## src/shared/gwc_pkg.sv

```systemverilog
// Package for the port configuration block: subregister indices,
// field layout, reset values and widths.
// Assumes an 8-bit register access port with an address/control pair.
package gwc_pkg;
    localparam int PIN_W = 8;
    localparam int IRQ_N = 4;
    // Index written to the port address register
    localparam logic [7:0] IDX_STOP_WAKE = 8'h05;
    localparam logic [7:0] IDX_PULLUP = 8'h06;
    localparam logic [7:0] IDX_ALT_FN1 = 8'h07;
    localparam logic [7:0] IDX_ALT_FN1_ALIAS = 8'h08;
    localparam logic [7:0] IDX_IRQ_EDGE = 8'h08;
    localparam logic [7:0] IDX_IRQ_PAIR = 8'h09;
    // Reset values and the read value of reserved bits
    localparam logic [7:0] RST_BYTE = 8'h00;
    localparam logic [3:0] RST_NIB = 4'h0;
    localparam logic [3:0] RSVD_NIB = 4'h0;
    // Port selects on the register port
    localparam logic [1:0] PORT_A = 2'h0;
    localparam logic [1:0] PORT_B = 2'h1;
    localparam logic [1:0] PORT_C = 2'h2;
    localparam int NPORT = 3;
endpackage

```

## src/rtl/gwc_sync.sv

```systemverilog
// Two-flop synchroniser bank for one port's pins; gwc_top uses one for each of Ports A, B and C.
// Assumes pins are asynchronous to i_clk in a real chip.
`timescale 1ns/1ps
module gwc_sync #(
    parameter int W = 8
) (
    input wire logic i_clk,
    input wire logic i_sys_rst,
    input wire logic [W-1:0] i_d,
    output logic [W-1:0] o_q
);
    logic [W-1:0] meta_r;
    logic [W-1:0] q_r;
    logic [W-1:0] meta_nxt;
    logic [W-1:0] q_nxt;

    // First stage feeds only the second stage
    always_comb begin
        meta_nxt = i_d;
        q_nxt = meta_r;
    end

    always_ff @(posedge i_clk) begin
        if (i_sys_rst) begin
            meta_r <= '0;
            q_r <= '0;
        end else begin
            meta_r <= meta_nxt;
            q_r <= q_nxt;
        end
    end

    assign o_q = q_r;
endmodule

```

## src/rtl/gwc_edge.sv

```systemverilog
// One Port A interrupt line: pin-pair select, polarity, edge pulse.
// Assumes synchronised pin inputs.
`timescale 1ns/1ps
module gwc_edge (
    input wire logic i_clk,
    input wire logic i_sys_rst,
    input wire logic i_lo_pin,
    input wire logic i_hi_pin,
    input wire logic i_pair_sel,
    input wire logic i_rising,
    output logic o_irq
);
    logic prev_r;
    logic irq_r;
    logic prev_nxt;
    logic irq_nxt;
    logic sel;

    // Pick the pin, then compare against last cycle's level
    always_comb begin
        sel = i_pair_sel ? i_hi_pin : i_lo_pin;
        prev_nxt = sel;
        if (i_rising) begin
            irq_nxt = sel & ~prev_r;
        end else begin
            irq_nxt = ~sel & prev_r;
        end
    end

    // A switch of pair select can look like an edge; software should
    // reprogram with the line masked at the controller
    always_ff @(posedge i_clk) begin
        if (i_sys_rst) begin
            prev_r <= 1'b0;
            irq_r <= 1'b0;
        end else begin
            prev_r <= prev_nxt;
            irq_r <= irq_nxt;
        end
    end

    assign o_irq = irq_r;
endmodule

```

## src/rtl/gwc_top.sv

```systemverilog
// Port configuration logic: stop-mode wake enables, weak pull-ups,
// second alternate-function bank and Port A interrupt edge logic.
// Assumes a CPU-side byte port: per-port address and control register
// writes and reads, one cycle each, and pins asynchronous to the bus.
//
// Summary of operation
// - Write subregister index to address register, then access it via control.
// - A selected alternate function drives the pin whatever the direction.
// - Index 05h selects the stop-mode wake-source enable subregister.
// - In stop mode an enabled pin wakes on any level change.
// - A pin with wake enable clear never starts recovery.
// - Index 06h selects the weak pull-up enable subregister.
// - Pull-up bit 1 turns the pin's weak pull-up on, 0 off.
// - Polarity bit 0 raises the interrupt on a falling edge.
// - Polarity bit 1 raises the interrupt on a rising edge.
// - Pair select 0 routes Port A pin n to interrupt line n.
// - Pair select 1 routes Port A pin n+4 to interrupt line n.
// - Alternate-function-1 bit 1 selects the second function of the pin.
// - Second bank sits in Port B; index 07h, with 08h accepted too.
`timescale 1ns/1ps
module gwc_top #(
    parameter int PIN_W = gwc_pkg::PIN_W
) (
    input wire logic i_clk,
    input wire logic i_sys_rst,
    input wire logic [1:0] i_port_sel,
    input wire logic i_addr_wr,
    input wire logic i_ctl_wr,
    input wire logic i_ctl_rd,
    input wire logic [7:0] i_wdata,
    input wire logic i_stop_mode,
    input wire logic [PIN_W-1:0] i_port_a_pin,
    input wire logic [PIN_W-1:0] i_port_b_pin,
    input wire logic [PIN_W-1:0] i_port_c_pin,
    input wire logic [PIN_W-1:0] i_port_b_dir_in,
    input wire logic [PIN_W-1:0] i_port_b_af1_out,
    output logic [7:0] o_rdata,
    output logic [7:0] o_port_a_addr,
    output logic [7:0] o_port_b_addr,
    output logic [7:0] o_port_c_addr,
    output logic [PIN_W-1:0] o_stop_wake_enable_bit_a,
    output logic [PIN_W-1:0] o_stop_wake_enable_bit_b,
    output logic [PIN_W-1:0] o_stop_wake_enable_bit_c,
    output logic [PIN_W-1:0] o_weak_pullup_enable_bit_a,
    output logic [PIN_W-1:0] o_weak_pullup_enable_bit_b,
    output logic [PIN_W-1:0] o_weak_pullup_enable_bit_c,
    output logic [PIN_W-1:0] o_alt_function_bank1_bit,
    output logic [PIN_W-1:0] o_port_b_out_en,
    output logic [PIN_W-1:0] o_port_b_out,
    output logic o_stop_recovery,
    output logic [gwc_pkg::IRQ_N-1:0] o_port_a_irq
);
    localparam int NP = gwc_pkg::NPORT;
    localparam int NI = gwc_pkg::IRQ_N;

    logic [7:0] addr_r [NP];
    logic [7:0] addr_nxt [NP];
    logic [PIN_W-1:0] wake_r [NP];
    logic [PIN_W-1:0] wake_nxt [NP];
    logic [PIN_W-1:0] pull_r [NP];
    logic [PIN_W-1:0] pull_nxt [NP];
    logic [PIN_W-1:0] af1_r;
    logic [PIN_W-1:0] af1_nxt;
    logic [NI-1:0] edge_r;
    logic [NI-1:0] edge_nxt;
    logic [NI-1:0] pair_r;
    logic [NI-1:0] pair_nxt;
    logic [7:0] rdata_r;
    logic [7:0] rdata_nxt;
    logic [PIN_W-1:0] boe_r;
    logic [PIN_W-1:0] boe_nxt;
    logic [PIN_W-1:0] bout_r;
    logic [PIN_W-1:0] bout_nxt;
    logic wake_evt_r;
    logic wake_evt_nxt;
    logic [PIN_W-1:0] pin_s [NP];
    logic [PIN_W-1:0] pin_prev_r [NP];
    logic [PIN_W-1:0] pin_prev_nxt [NP];
    logic [PIN_W-1:0] pin_raw [NP];
    logic [7:0] idx;
    int p;
    logic [NI-1:0] irq;

    assign pin_raw[0] = i_port_a_pin;
    assign pin_raw[1] = i_port_b_pin;
    assign pin_raw[2] = i_port_c_pin;

    // Synchronise every port before wake and edge detection
    generate
        for (genvar g = 0; g < NP; g++) begin : g_sync
            gwc_sync #(.W(PIN_W)) u_sync (
                .i_clk(i_clk),
                .i_sys_rst(i_sys_rst),
                .i_d(pin_raw[g]),
                .o_q(pin_s[g])
            );
        end
    endgenerate

    // Interrupt lines; a pair for each of the four lines
    generate
        for (genvar n = 0; n < NI; n++) begin : g_irq
            gwc_edge u_edge (
                .i_clk(i_clk),
                .i_sys_rst(i_sys_rst),
                .i_lo_pin(pin_s[0][n]),
                .i_hi_pin(pin_s[0][n+NI]),
                .i_pair_sel(pair_r[n]),
                .i_rising(edge_r[n]),
                .o_irq(irq[n])
            );
        end
    endgenerate

    // Register port: address writes, control writes, control reads
    always_comb begin
        p = int'(i_port_sel);
        for (int k = 0; k < NP; k++) begin
            addr_nxt[k] = addr_r[k];
            wake_nxt[k] = wake_r[k];
            pull_nxt[k] = pull_r[k];
        end
        af1_nxt = af1_r;
        edge_nxt = edge_r;
        pair_nxt = pair_r;
        rdata_nxt = rdata_r;
        idx = 8'h00;
        if (p < NP) begin
            idx = addr_r[p];
            if (i_addr_wr) begin
                addr_nxt[p] = i_wdata;
            end else if (i_ctl_wr) begin
                if (idx == gwc_pkg::IDX_STOP_WAKE) begin
                    wake_nxt[p] = i_wdata[PIN_W-1:0];
                end else if (idx == gwc_pkg::IDX_PULLUP) begin
                    pull_nxt[p] = i_wdata[PIN_W-1:0];
                end else if (i_port_sel == gwc_pkg::PORT_B &&
                        (idx == gwc_pkg::IDX_ALT_FN1 ||
                        idx == gwc_pkg::IDX_ALT_FN1_ALIAS)) begin
                    af1_nxt = i_wdata[PIN_W-1:0];
                end else if (i_port_sel == gwc_pkg::PORT_A &&
                        idx == gwc_pkg::IDX_IRQ_EDGE) begin
                    edge_nxt = i_wdata[NI-1:0];
                end else if (i_port_sel == gwc_pkg::PORT_A &&
                        idx == gwc_pkg::IDX_IRQ_PAIR) begin
                    pair_nxt = i_wdata[NI-1:0];
                end
            end
            if (i_ctl_rd) begin
                rdata_nxt = 8'h00;
                if (idx == gwc_pkg::IDX_STOP_WAKE) begin
                    rdata_nxt = wake_r[p];
                end else if (idx == gwc_pkg::IDX_PULLUP) begin
                    rdata_nxt = pull_r[p];
                end else if (i_port_sel == gwc_pkg::PORT_B &&
                        (idx == gwc_pkg::IDX_ALT_FN1 ||
                        idx == gwc_pkg::IDX_ALT_FN1_ALIAS)) begin
                    rdata_nxt = af1_r;
                end else if (i_port_sel == gwc_pkg::PORT_A &&
                        idx == gwc_pkg::IDX_IRQ_EDGE) begin
                    rdata_nxt = {gwc_pkg::RSVD_NIB, edge_r};
                end else if (i_port_sel == gwc_pkg::PORT_A &&
                        idx == gwc_pkg::IDX_IRQ_PAIR) begin
                    rdata_nxt = {gwc_pkg::RSVD_NIB, pair_r};
                end
            end
        end
    end

    // Pin-side effects: wake detection and Port B pin ownership
    always_comb begin
        wake_evt_nxt = 1'b0;
        for (int k = 0; k < NP; k++) begin
            pin_prev_nxt[k] = pin_s[k];
            // Any change on an enabled pin; disabled pins never count
            if (i_stop_mode &&
                    |((pin_s[k] ^ pin_prev_r[k]) & wake_r[k])) begin
                wake_evt_nxt = 1'b1;
            end
        end
        // Alternate function overrides the direction setting
        for (int b = 0; b < PIN_W; b++) begin
            if (af1_r[b]) begin
                boe_nxt[b] = 1'b1;
                bout_nxt[b] = i_port_b_af1_out[b];
            end else begin
                boe_nxt[b] = ~i_port_b_dir_in[b];
                bout_nxt[b] = 1'b0;
            end
        end
    end

    // State registers
    always_ff @(posedge i_clk) begin
        if (i_sys_rst) begin
            for (int k = 0; k < NP; k++) begin
                addr_r[k] <= gwc_pkg::RST_BYTE;
                wake_r[k] <= gwc_pkg::RST_BYTE;
                pull_r[k] <= gwc_pkg::RST_BYTE;
                pin_prev_r[k] <= gwc_pkg::RST_BYTE;
            end
            af1_r <= gwc_pkg::RST_BYTE;
            edge_r <= gwc_pkg::RST_NIB;
            pair_r <= gwc_pkg::RST_NIB;
            rdata_r <= gwc_pkg::RST_BYTE;
            boe_r <= gwc_pkg::RST_BYTE;
            bout_r <= gwc_pkg::RST_BYTE;
            wake_evt_r <= 1'b0;
        end else begin
            for (int k = 0; k < NP; k++) begin
                addr_r[k] <= addr_nxt[k];
                wake_r[k] <= wake_nxt[k];
                pull_r[k] <= pull_nxt[k];
                pin_prev_r[k] <= pin_prev_nxt[k];
            end
            af1_r <= af1_nxt;
            edge_r <= edge_nxt;
            pair_r <= pair_nxt;
            rdata_r <= rdata_nxt;
            boe_r <= boe_nxt;
            bout_r <= bout_nxt;
            wake_evt_r <= wake_evt_nxt;
        end
    end

    assign o_rdata = rdata_r;
    assign o_port_a_addr = addr_r[0];
    assign o_port_b_addr = addr_r[1];
    assign o_port_c_addr = addr_r[2];
    assign o_stop_wake_enable_bit_a = wake_r[0];
    assign o_stop_wake_enable_bit_b = wake_r[1];
    assign o_stop_wake_enable_bit_c = wake_r[2];
    assign o_weak_pullup_enable_bit_a = pull_r[0];
    assign o_weak_pullup_enable_bit_b = pull_r[1];
    assign o_weak_pullup_enable_bit_c = pull_r[2];
    assign o_alt_function_bank1_bit = af1_r;
    assign o_port_b_out_en = boe_r;
    assign o_port_b_out = bout_r;
    assign o_stop_recovery = wake_evt_r;
    assign o_port_a_irq = irq;
endmodule

```

## config.mk

```make
export PLATFORM = sky130hd
export DESIGN_NAME = gwc_top
export DESIGN_NICKNAME = d
export VERILOG_FILES = /design/src/shared/gwc_pkg.sv /design/src/rtl/gwc_sync.sv /design/src/rtl/gwc_edge.sv /design/src/rtl/gwc_top.sv
export SDC_FILE = /design/constraint.sdc
export NUM_CORES = 1
export LEC_CHECK = 0
export BUFFER_PORTS_ARGS = -buffer_cell sky130_fd_sc_hd__buf_2
export CORE_ASPECT_RATIO = 0.6
export CORE_MARGIN = 2
export CORE_UTILIZATION = 36
export DETAILED_ROUTE_END_ITERATION = 8
export PLACE_DENSITY = 0.57
export SYNTH_ARGS = -nofsm -noshare
export SYNTH_HDL_FRONTEND = slang
export SYNTH_HIERARCHICAL = 1
export SYNTH_SLANG_ARGS = --single-unit
```

## constraint.sdc

```tcl
create_clock -name i_clk -period 6.6 [get_ports i_clk]
set_input_delay 0.99 -clock i_clk [delete_from_list [all_inputs] [get_ports i_clk]]
set_output_delay 0.99 -clock i_clk [all_outputs]
set_load 0.005 [all_outputs]
```

==> summary.txt, run 1 <==
Finish
  – Multi-input logic area: 3422 um2
  – Share of cells above drive strength 1: about 29%
  – Area Growth Syn to Fin: 21.11%
  – Layout fillers: roughly 2,000
  – Reg area: ~3900 um2
  – Nets: approximately 940

Run
  – Number of max-cap violations: 0

Worst setup path
  – Setup CP Type: in2reg
  – R2r endpoint: pull_r[2][4]
  – Crit-path cells: buf_2 > and2b_1 > nand2_4 > a311o_1 > nor4_4 > mux2i_1 > nor2_1
  – Startpoint types: input pin
  – Worst r2r path cells: 6
  – CP arrival: 3830 ps
  – Critical Path RT: around 6900 ps
  – Crit path from: i_port_sel[0]
  – Setup slack, reg-to-reg: 3840 ps
  – CP max stage cell: nor4_4
  – Max stage delay on crit path: roughly 790 ps
  – Origin of the critical flop-to-flop path: addr_r[2][7]
  – Crit Path Max Fanout: 26
  – CP endpoint kind: register

Detailed routing
  – Via Count: around 5,800
  – Met3 wire length: approximately 1700 um
  – Antenna-violating nets left: 0
  – TritonRoute pass-1 iters: 4
  – DR WL met2: ~8200 um
  – Routed wire length: around 22,000 um
  – Top sig layer: met5
  – Drc violations: 0
  – Via/cell ratio: between 4 and 5
  – WL/cell: ~19 um
  – Met1 wire length: ~12,000 um
  – Initial drt markers: just under 500

Yosys
  – Synth Net Count: 791
  – Top cells by count, synth: dfxtp_1 (193), mux2i_1 (76), nor2_1 (65)
  – Largest family of logic cells by synthesized area: simple AND/OR/NAND/NOR gates
  – Synth Warn #: 6
  – Area contributors post-synth: dfxtp_1 (51%), mux2i_1 (10%), nor2_1 (3.2%)
  – Ys flop type: dfxtp_1
  – Simple-gate share of the synthesized area: 21.15%
  – Post-synth EDFFs: 0
  – Most frequent cell after synthesis: dfxtp_1
  – Synth cell types: 44
  – Mux cell area share after synthesis: about an eighth
  – Area leader, netlist: dfxtp_1
  – Synth Area in Compound Gates: 8.807%
  – Seq/Total Area, Yosys: 51.22%
  – Async SR Flop Fraction: 0%
  – Mapped cell area: around 7500 um2
  – Syn Inst Count: between 700 and 800
  – Synth top area share: 51.22%
  – Synth Area per Inst: 10.26 um2
  – Adder-Cell Fraction of Synth Area: 0%
  – Flops & latches, synth: about 190
  – XOR/XNOR Fraction of Synth Area: between 2 and 3%

Clock tree
  – Post-CTS Hold Buffers: 0
  – Worst skew pair latency: ~430 ps
  – Clock Sinks: between 150 and 200
  – Clock-pin slew on the worst setup and hold paths: 70 ps
  – CTS tree: done
  – CTS buffer count: 17
  – Setup Fix Bufs, Post-CTS: 0
  – CTS-repair resized insts: 0
  – H-tree Lvls: 4
  – Clk buf depth: 2
  – Root Buffer: clkbuf_16

Min path
  – Hold Path Depth: 1
  – Worst min-delay path class: reg2reg
  – Min-delay src: g_sync[0].u_sync/meta_r[6]
  – Hold Path Sink: g_sync[0].u_sync/o_q[6]

Timing
  – Fin crit period: approximately 3600 ps
  – Slew at the pin with the worst max-slew slack: roughly 1000 ps
  – Setup TNS: 0 ps
  – Post-route clock period utilization: 53.79%
  – Fmax: approximately 0.28 GHz
  – Slew HR: 33.40%
  – Final setup vio count: 0
  – RSZ-0062 raised after global routing: false
  – Worst Skew: roughly 11 ps
  – Hold Violations, Final: 0
  – Max Slew Vio Count: 0

Die
  – Die Width: 190.9 um
  – IO Pins: around 170
  – Starting density of the core: a little under two fifths
  – Core Footprint: about 20,000 um2
  – Die area: roughly 22,000 um2
  – FP Rows: 40
  – Die Y: approximately 120 um

GRT
  – Largest net degree at the start of global routing: between 100 and 150
  – Total track usage: slightly above 20%
  – Vias in the first global route: about 5,300
  – First-pass GRT wire length: ~33,000 um
  – Total gr overflow: 0
  – Antenna violations before repair: 1

Power and ir drop
  – Pwr Total: approximately 2.4 mW
  – P per Cell Area: ~270 nW/um2
  – Leak pwr: a little under 4 nW
  – VDD IR max: 0.0001767 V

Placed design
  – GPL Wtd Cong: approximately 0.83
  – IO Port Bufs: 164
  – Dpl hpwl: 15,900 um

Status
  – Status: finished, final reports clean
-- logic make-up after synthesis --
family	count (synthesis)
xor gates and xnor gates	24
muxes	93
DFF	193
and+or+nand+nor	263
buffers and inverters	55
AOI/OAI and AO/OA	107
-- routing by layer --
layer	vias to the layer above	track usage, %
li1	2812	-
met1	2771	32.35
met2	210	25.58
met3	15	5.889
met4	2	4.238
met5	-	0
-- state kept, by name (all words and copies together), names as in the netlist --
register / flops
g_sync.u_sync/o_q: 24
pull_r: 24
o_alt_function_bank1_bit: 8
pair_r: 4
addr_r: 24
pin_prev_r: 24
o_port_b_out_en: 8
o_rdata: 8
g_irq.u_edge/o_irq: 4
o_stop_recovery: 1
g_sync.u_sync/meta_r: 24
o_port_b_out: 8
edge_r: 4
wake_r: 24
g_irq.u_edge/prev_r: 4
-- placed cells by master (no fill, tap or decap), types with 17 or more instances in the layout --
cell / synthesis / routed
a21oi_1: 39 / 39
and2b_2: 18 / 18
buf_2: 2 / 163
clkbuf_16: 0 / 17
dfxtp_1: 193 / 193
inv_1: 17 / 17
mux2i_1: 76 / 76
nand2_1: 40 / 40
nand2b_1: 19 / 19
nand3b_1: 23 / 23
nor2_1: 65 / 65
nor2b_1: 34 / 34
nor2b_2: 21 / 21
o21ai_0: 34 / 34
xor2_1: 24 / 24
-- how the worst max path moves through the flow --
stage,to,slack (ps),cells after the start
floorplan,pull_r[2][7],3790,8
global route,pull_r[2][2],2870,7
finish,pull_r[2][4],3050,7
global placement,pull_r[1][0],2770,7
CTS,pull_r[2][5],3070,7
detailed placement,pull_r[2][1],2660,7
-- critical path, delay by kind of cell --
kind	cells	cell delay [ps]
AOI/OAI and AO/OA	1	550
buffers and inverters	1	530
muxes	1	290
and+or+nand+nor	4	1440
-- final cells by class --
class                           instances  area share (%)
Clock inverter                          9           1.726
Clock buffer                           21           4.930
Tap cell                              273           3.739
Timing Repair Buffer                  165           9.134
Multi-Input combinational cell        487           37.46
Inverter                               17          0.6984
Sequential cell                       193           42.29
Antenna cell                            1         0.02739
-- through the flow --
step | instances | utilization [%] | hold WS [ps] | instance area [um2] | setup slack [ps]
floorplan | 735 | - | 414.8 | 7543 | 3788
global placement | 1135 | 42.06 | 428.7 | 8526 | 2766
detailed placement | 1135 | 42.06 | 424.6 | 8526 | 2664
CTS | 1165 | 45.06 | 445.9 | 9134 | 3070
global route | 1165 | 45.06 | 456.7 | 9134 | 2866
finish | 1166 | 45.07 | 440.2 | 9136 | 3050
-- power breakdown --
group          total [mW]  switching, mW  internal, mW
combinational       0.142         0.0870        0.0552
sequential           1.20         0.0139          1.19
clock                1.09          0.445         0.642
Note: power is estimated with default switching activity, not from simulation.
==> run 2, diff against run 1 <==
PLACE_DENSITY = 0.59   (was 0.57)
clock period = 3.2 ns   (was 6.6 ns; I/O delays follow)
==> run 2 against run 1 <==
  * Design area grew 0.75%
  * Critical path depth is the same
  * Via count grew 1.2%
  * Non-clock buffer count rose by 15
  * Wire length increased by 1.1%
  * Flip-flop and latch count unchanged
  * First-iteration DRC count is 10% lower
  * Count of clock-buffer cells in the layout did not move
  * Clock skew increased by 4.2 ps
  * Utilization is 0.34 points higher
  * Setup slack worse by 2400 ps
  * Combinational power increased by 110%
  * Largest cell class unchanged
  * Highest routed layer unchanged
==> summary.txt, run 2 (synthesized netlist as in run 1, its figures left out) <==
Finish
  – Commonest non-fill, non-tap cell in the layout: dfxtp_1
  – Layout fillers: ~2,000
  – Area Growth Syn to Fin: 22.03%
  – Multi-input logic area: approximately 3400 um2
  – Post-route cell area: 9205 um2
  – Commonest non-fill, non-tap cells in the layout: dfxtp_1 (193), buf_2 (163), mux2i_1 (76)
  – Post-Layout Cell Count: ~1,200
  – Share of cells above drive strength 1: between 30% and 40%
  – Reg area: about 3900 um2
  – # diodes: 0
  – Nets: between 900 and 1,000

Worst setup path
  – CP endpoint kind: register
  – Setup slack, reg-to-reg: 690 ps
  – Setup CP Type: reg2reg
  – CP max stage cell: o2111ai_1
  – CP arrival: between 2000 and 3000 ps
  – Crit Path Max Fanout: 15
  – Critical Path RT: 3540 ps
  – Max stage delay on crit path: roughly 600 ps
  – Startpoint types: register
  – Crit-path cells: nor4_1 > nand2_1 > a311o_1 > buf_4 > o2111ai_1 > nand3b_1 > o21ai_0

Timing
  – Slew HR: ~54%
  – Max Slew Vio Count: 0
  – Final setup vio count: 0
  – RSZ-0062 raised after global routing: false
  – Slew at the pin with the worst max-slew slack: between 600 and 700 ps
  – Fin crit period: 2513 ps
  – Worst Skew: 14.94 ps
  – Fmax: 0.3980 GHz
  – Hold Violations, Final: 0
  – Post-route clock period utilization: roughly 79%
  – Setup TNS: 0 ps

GRT
  – Total gr overflow: 0
  – Largest net degree at the start of global routing: around 80
  – Antenna violations before repair: 0
  – Total track usage: around 20%
  – Vias in the first global route: roughly 5,500
  – First-pass GRT wire length: roughly 33,000 um

Die
  – FP Rows: 40
  – Die area: between 20,000 and 25,000 um2
  – Die Width: approximately 190 um
  – Die Y: roughly 120 um
  – Core Footprint: 20,270 um2
  – Starting density of the core: 37.22%
  – IO Pins: about 170

Power and ir drop
  – VDD IR max: between 0.0003 and 0.0004 V
  – P per Cell Area: between 500 and 600 nW/um2
  – Leak pwr: around 4 nW

Clock tree
  – Post-CTS Hold Buffers: 0
  – H-tree Lvls: 4
  – Worst skew pair latency: 440 ps
  – CTS buffer count: 17
  – Setup Fix Bufs, Post-CTS: 0
  – CTS-repair resized insts: 0
  – Clk buf depth: 2
  – Root Buffer: clkbuf_16
  – Clock-pin slew on the worst setup and hold paths: roughly 80 ps
  – Clock Sinks: 193
  – CTS tree: done

Placed design
  – Placed Area: roughly 8700 um2
  – GPL Wtd Cong: 0.8504
  – IO Port Bufs: about 160
  – Post-placement cell count: between 1,000 and 1,500
  – Dpl hpwl: ~16,000 um

Detailed routing
  – Initial drt markers: 442
  – Drc violations: 0
  – Via/cell ratio: a little under 5
  – Via Count: between 5,000 and 6,000
  – Antenna-violating nets left: 0
  – WL/cell: 18.79 um
  – Routed wire length: ~22,000 um
  – TritonRoute pass-1 iters: 5

Run
  – Number of max-cap violations: 0

Min path
  – Worst min-delay path class: in2reg

Status
  – Status: finished, final reports clean
run 2: per-layer routing:
layer  up-vias  track usage [%]  share of wire (%)
met2       209            25.48                 37
met5         -            2.350               0.31
met1      2809            31.79                 53
met4         2            5.323               0.81
met3        15            6.010                8.1
li1       2844                -                  -
run 2: critical path, delay by kind of cell, from the launching register on:
family,cells,cell delay [ps]
AO/OA/AOI/OAI,3,1110
buffers and inverters,1,210
AND/OR/NAND/NOR,3,750
flip-flops,1,330
run 2: area by class of cell:
class / instances / share of cell area, %
tap: 273 / 3.711
clock inverter: 11 / 1.128
clock buffer: 21 / 4.893
multi-input combinational: 487 / 37.18
timing repair buffer: 180 / 10.43
inverter: 17 / 0.6932
sequential: 193 / 41.97
run 2: final timing paths:
path                                                 start                      end  cells after the start
worst max-delay path                          addr_r[2][4]                edge_r[3]                      7
worst min-delay path                    i_port_b_dir_in[3]       o_port_b_out_en[3]                      2
worst max register to register                addr_r[2][4]                edge_r[3]                      7
worst min register to register  g_sync[1].u_sync/meta_r[3]  g_sync[1].u_sync/o_q[3]                      1
run 2: per-stage QoR:
step                util (%)  worst slack (ps)  power [mW]  hold WS (ps)
floorplan                  -             897.6       2.715         414.8
CTS                    45.41             740.7       4.890         208.2
global route           45.41             516.1       5.029         213.7
finish                 45.41             687.4       4.852         227.7
detailed placement     42.68             509.8       2.840         427.3
global placement       42.68             619.0       2.839         424.2
run 2: report_power, final:
part / internal (mW) / total [mW] / switching (mW)
combinational: 0.121 / 0.305 / 0.184
clock: 1.10 / 2.06 / 0.963
sequential: 2.45 / 2.48 / 0.0282
total: 3.68 / 4.85 / 1.18
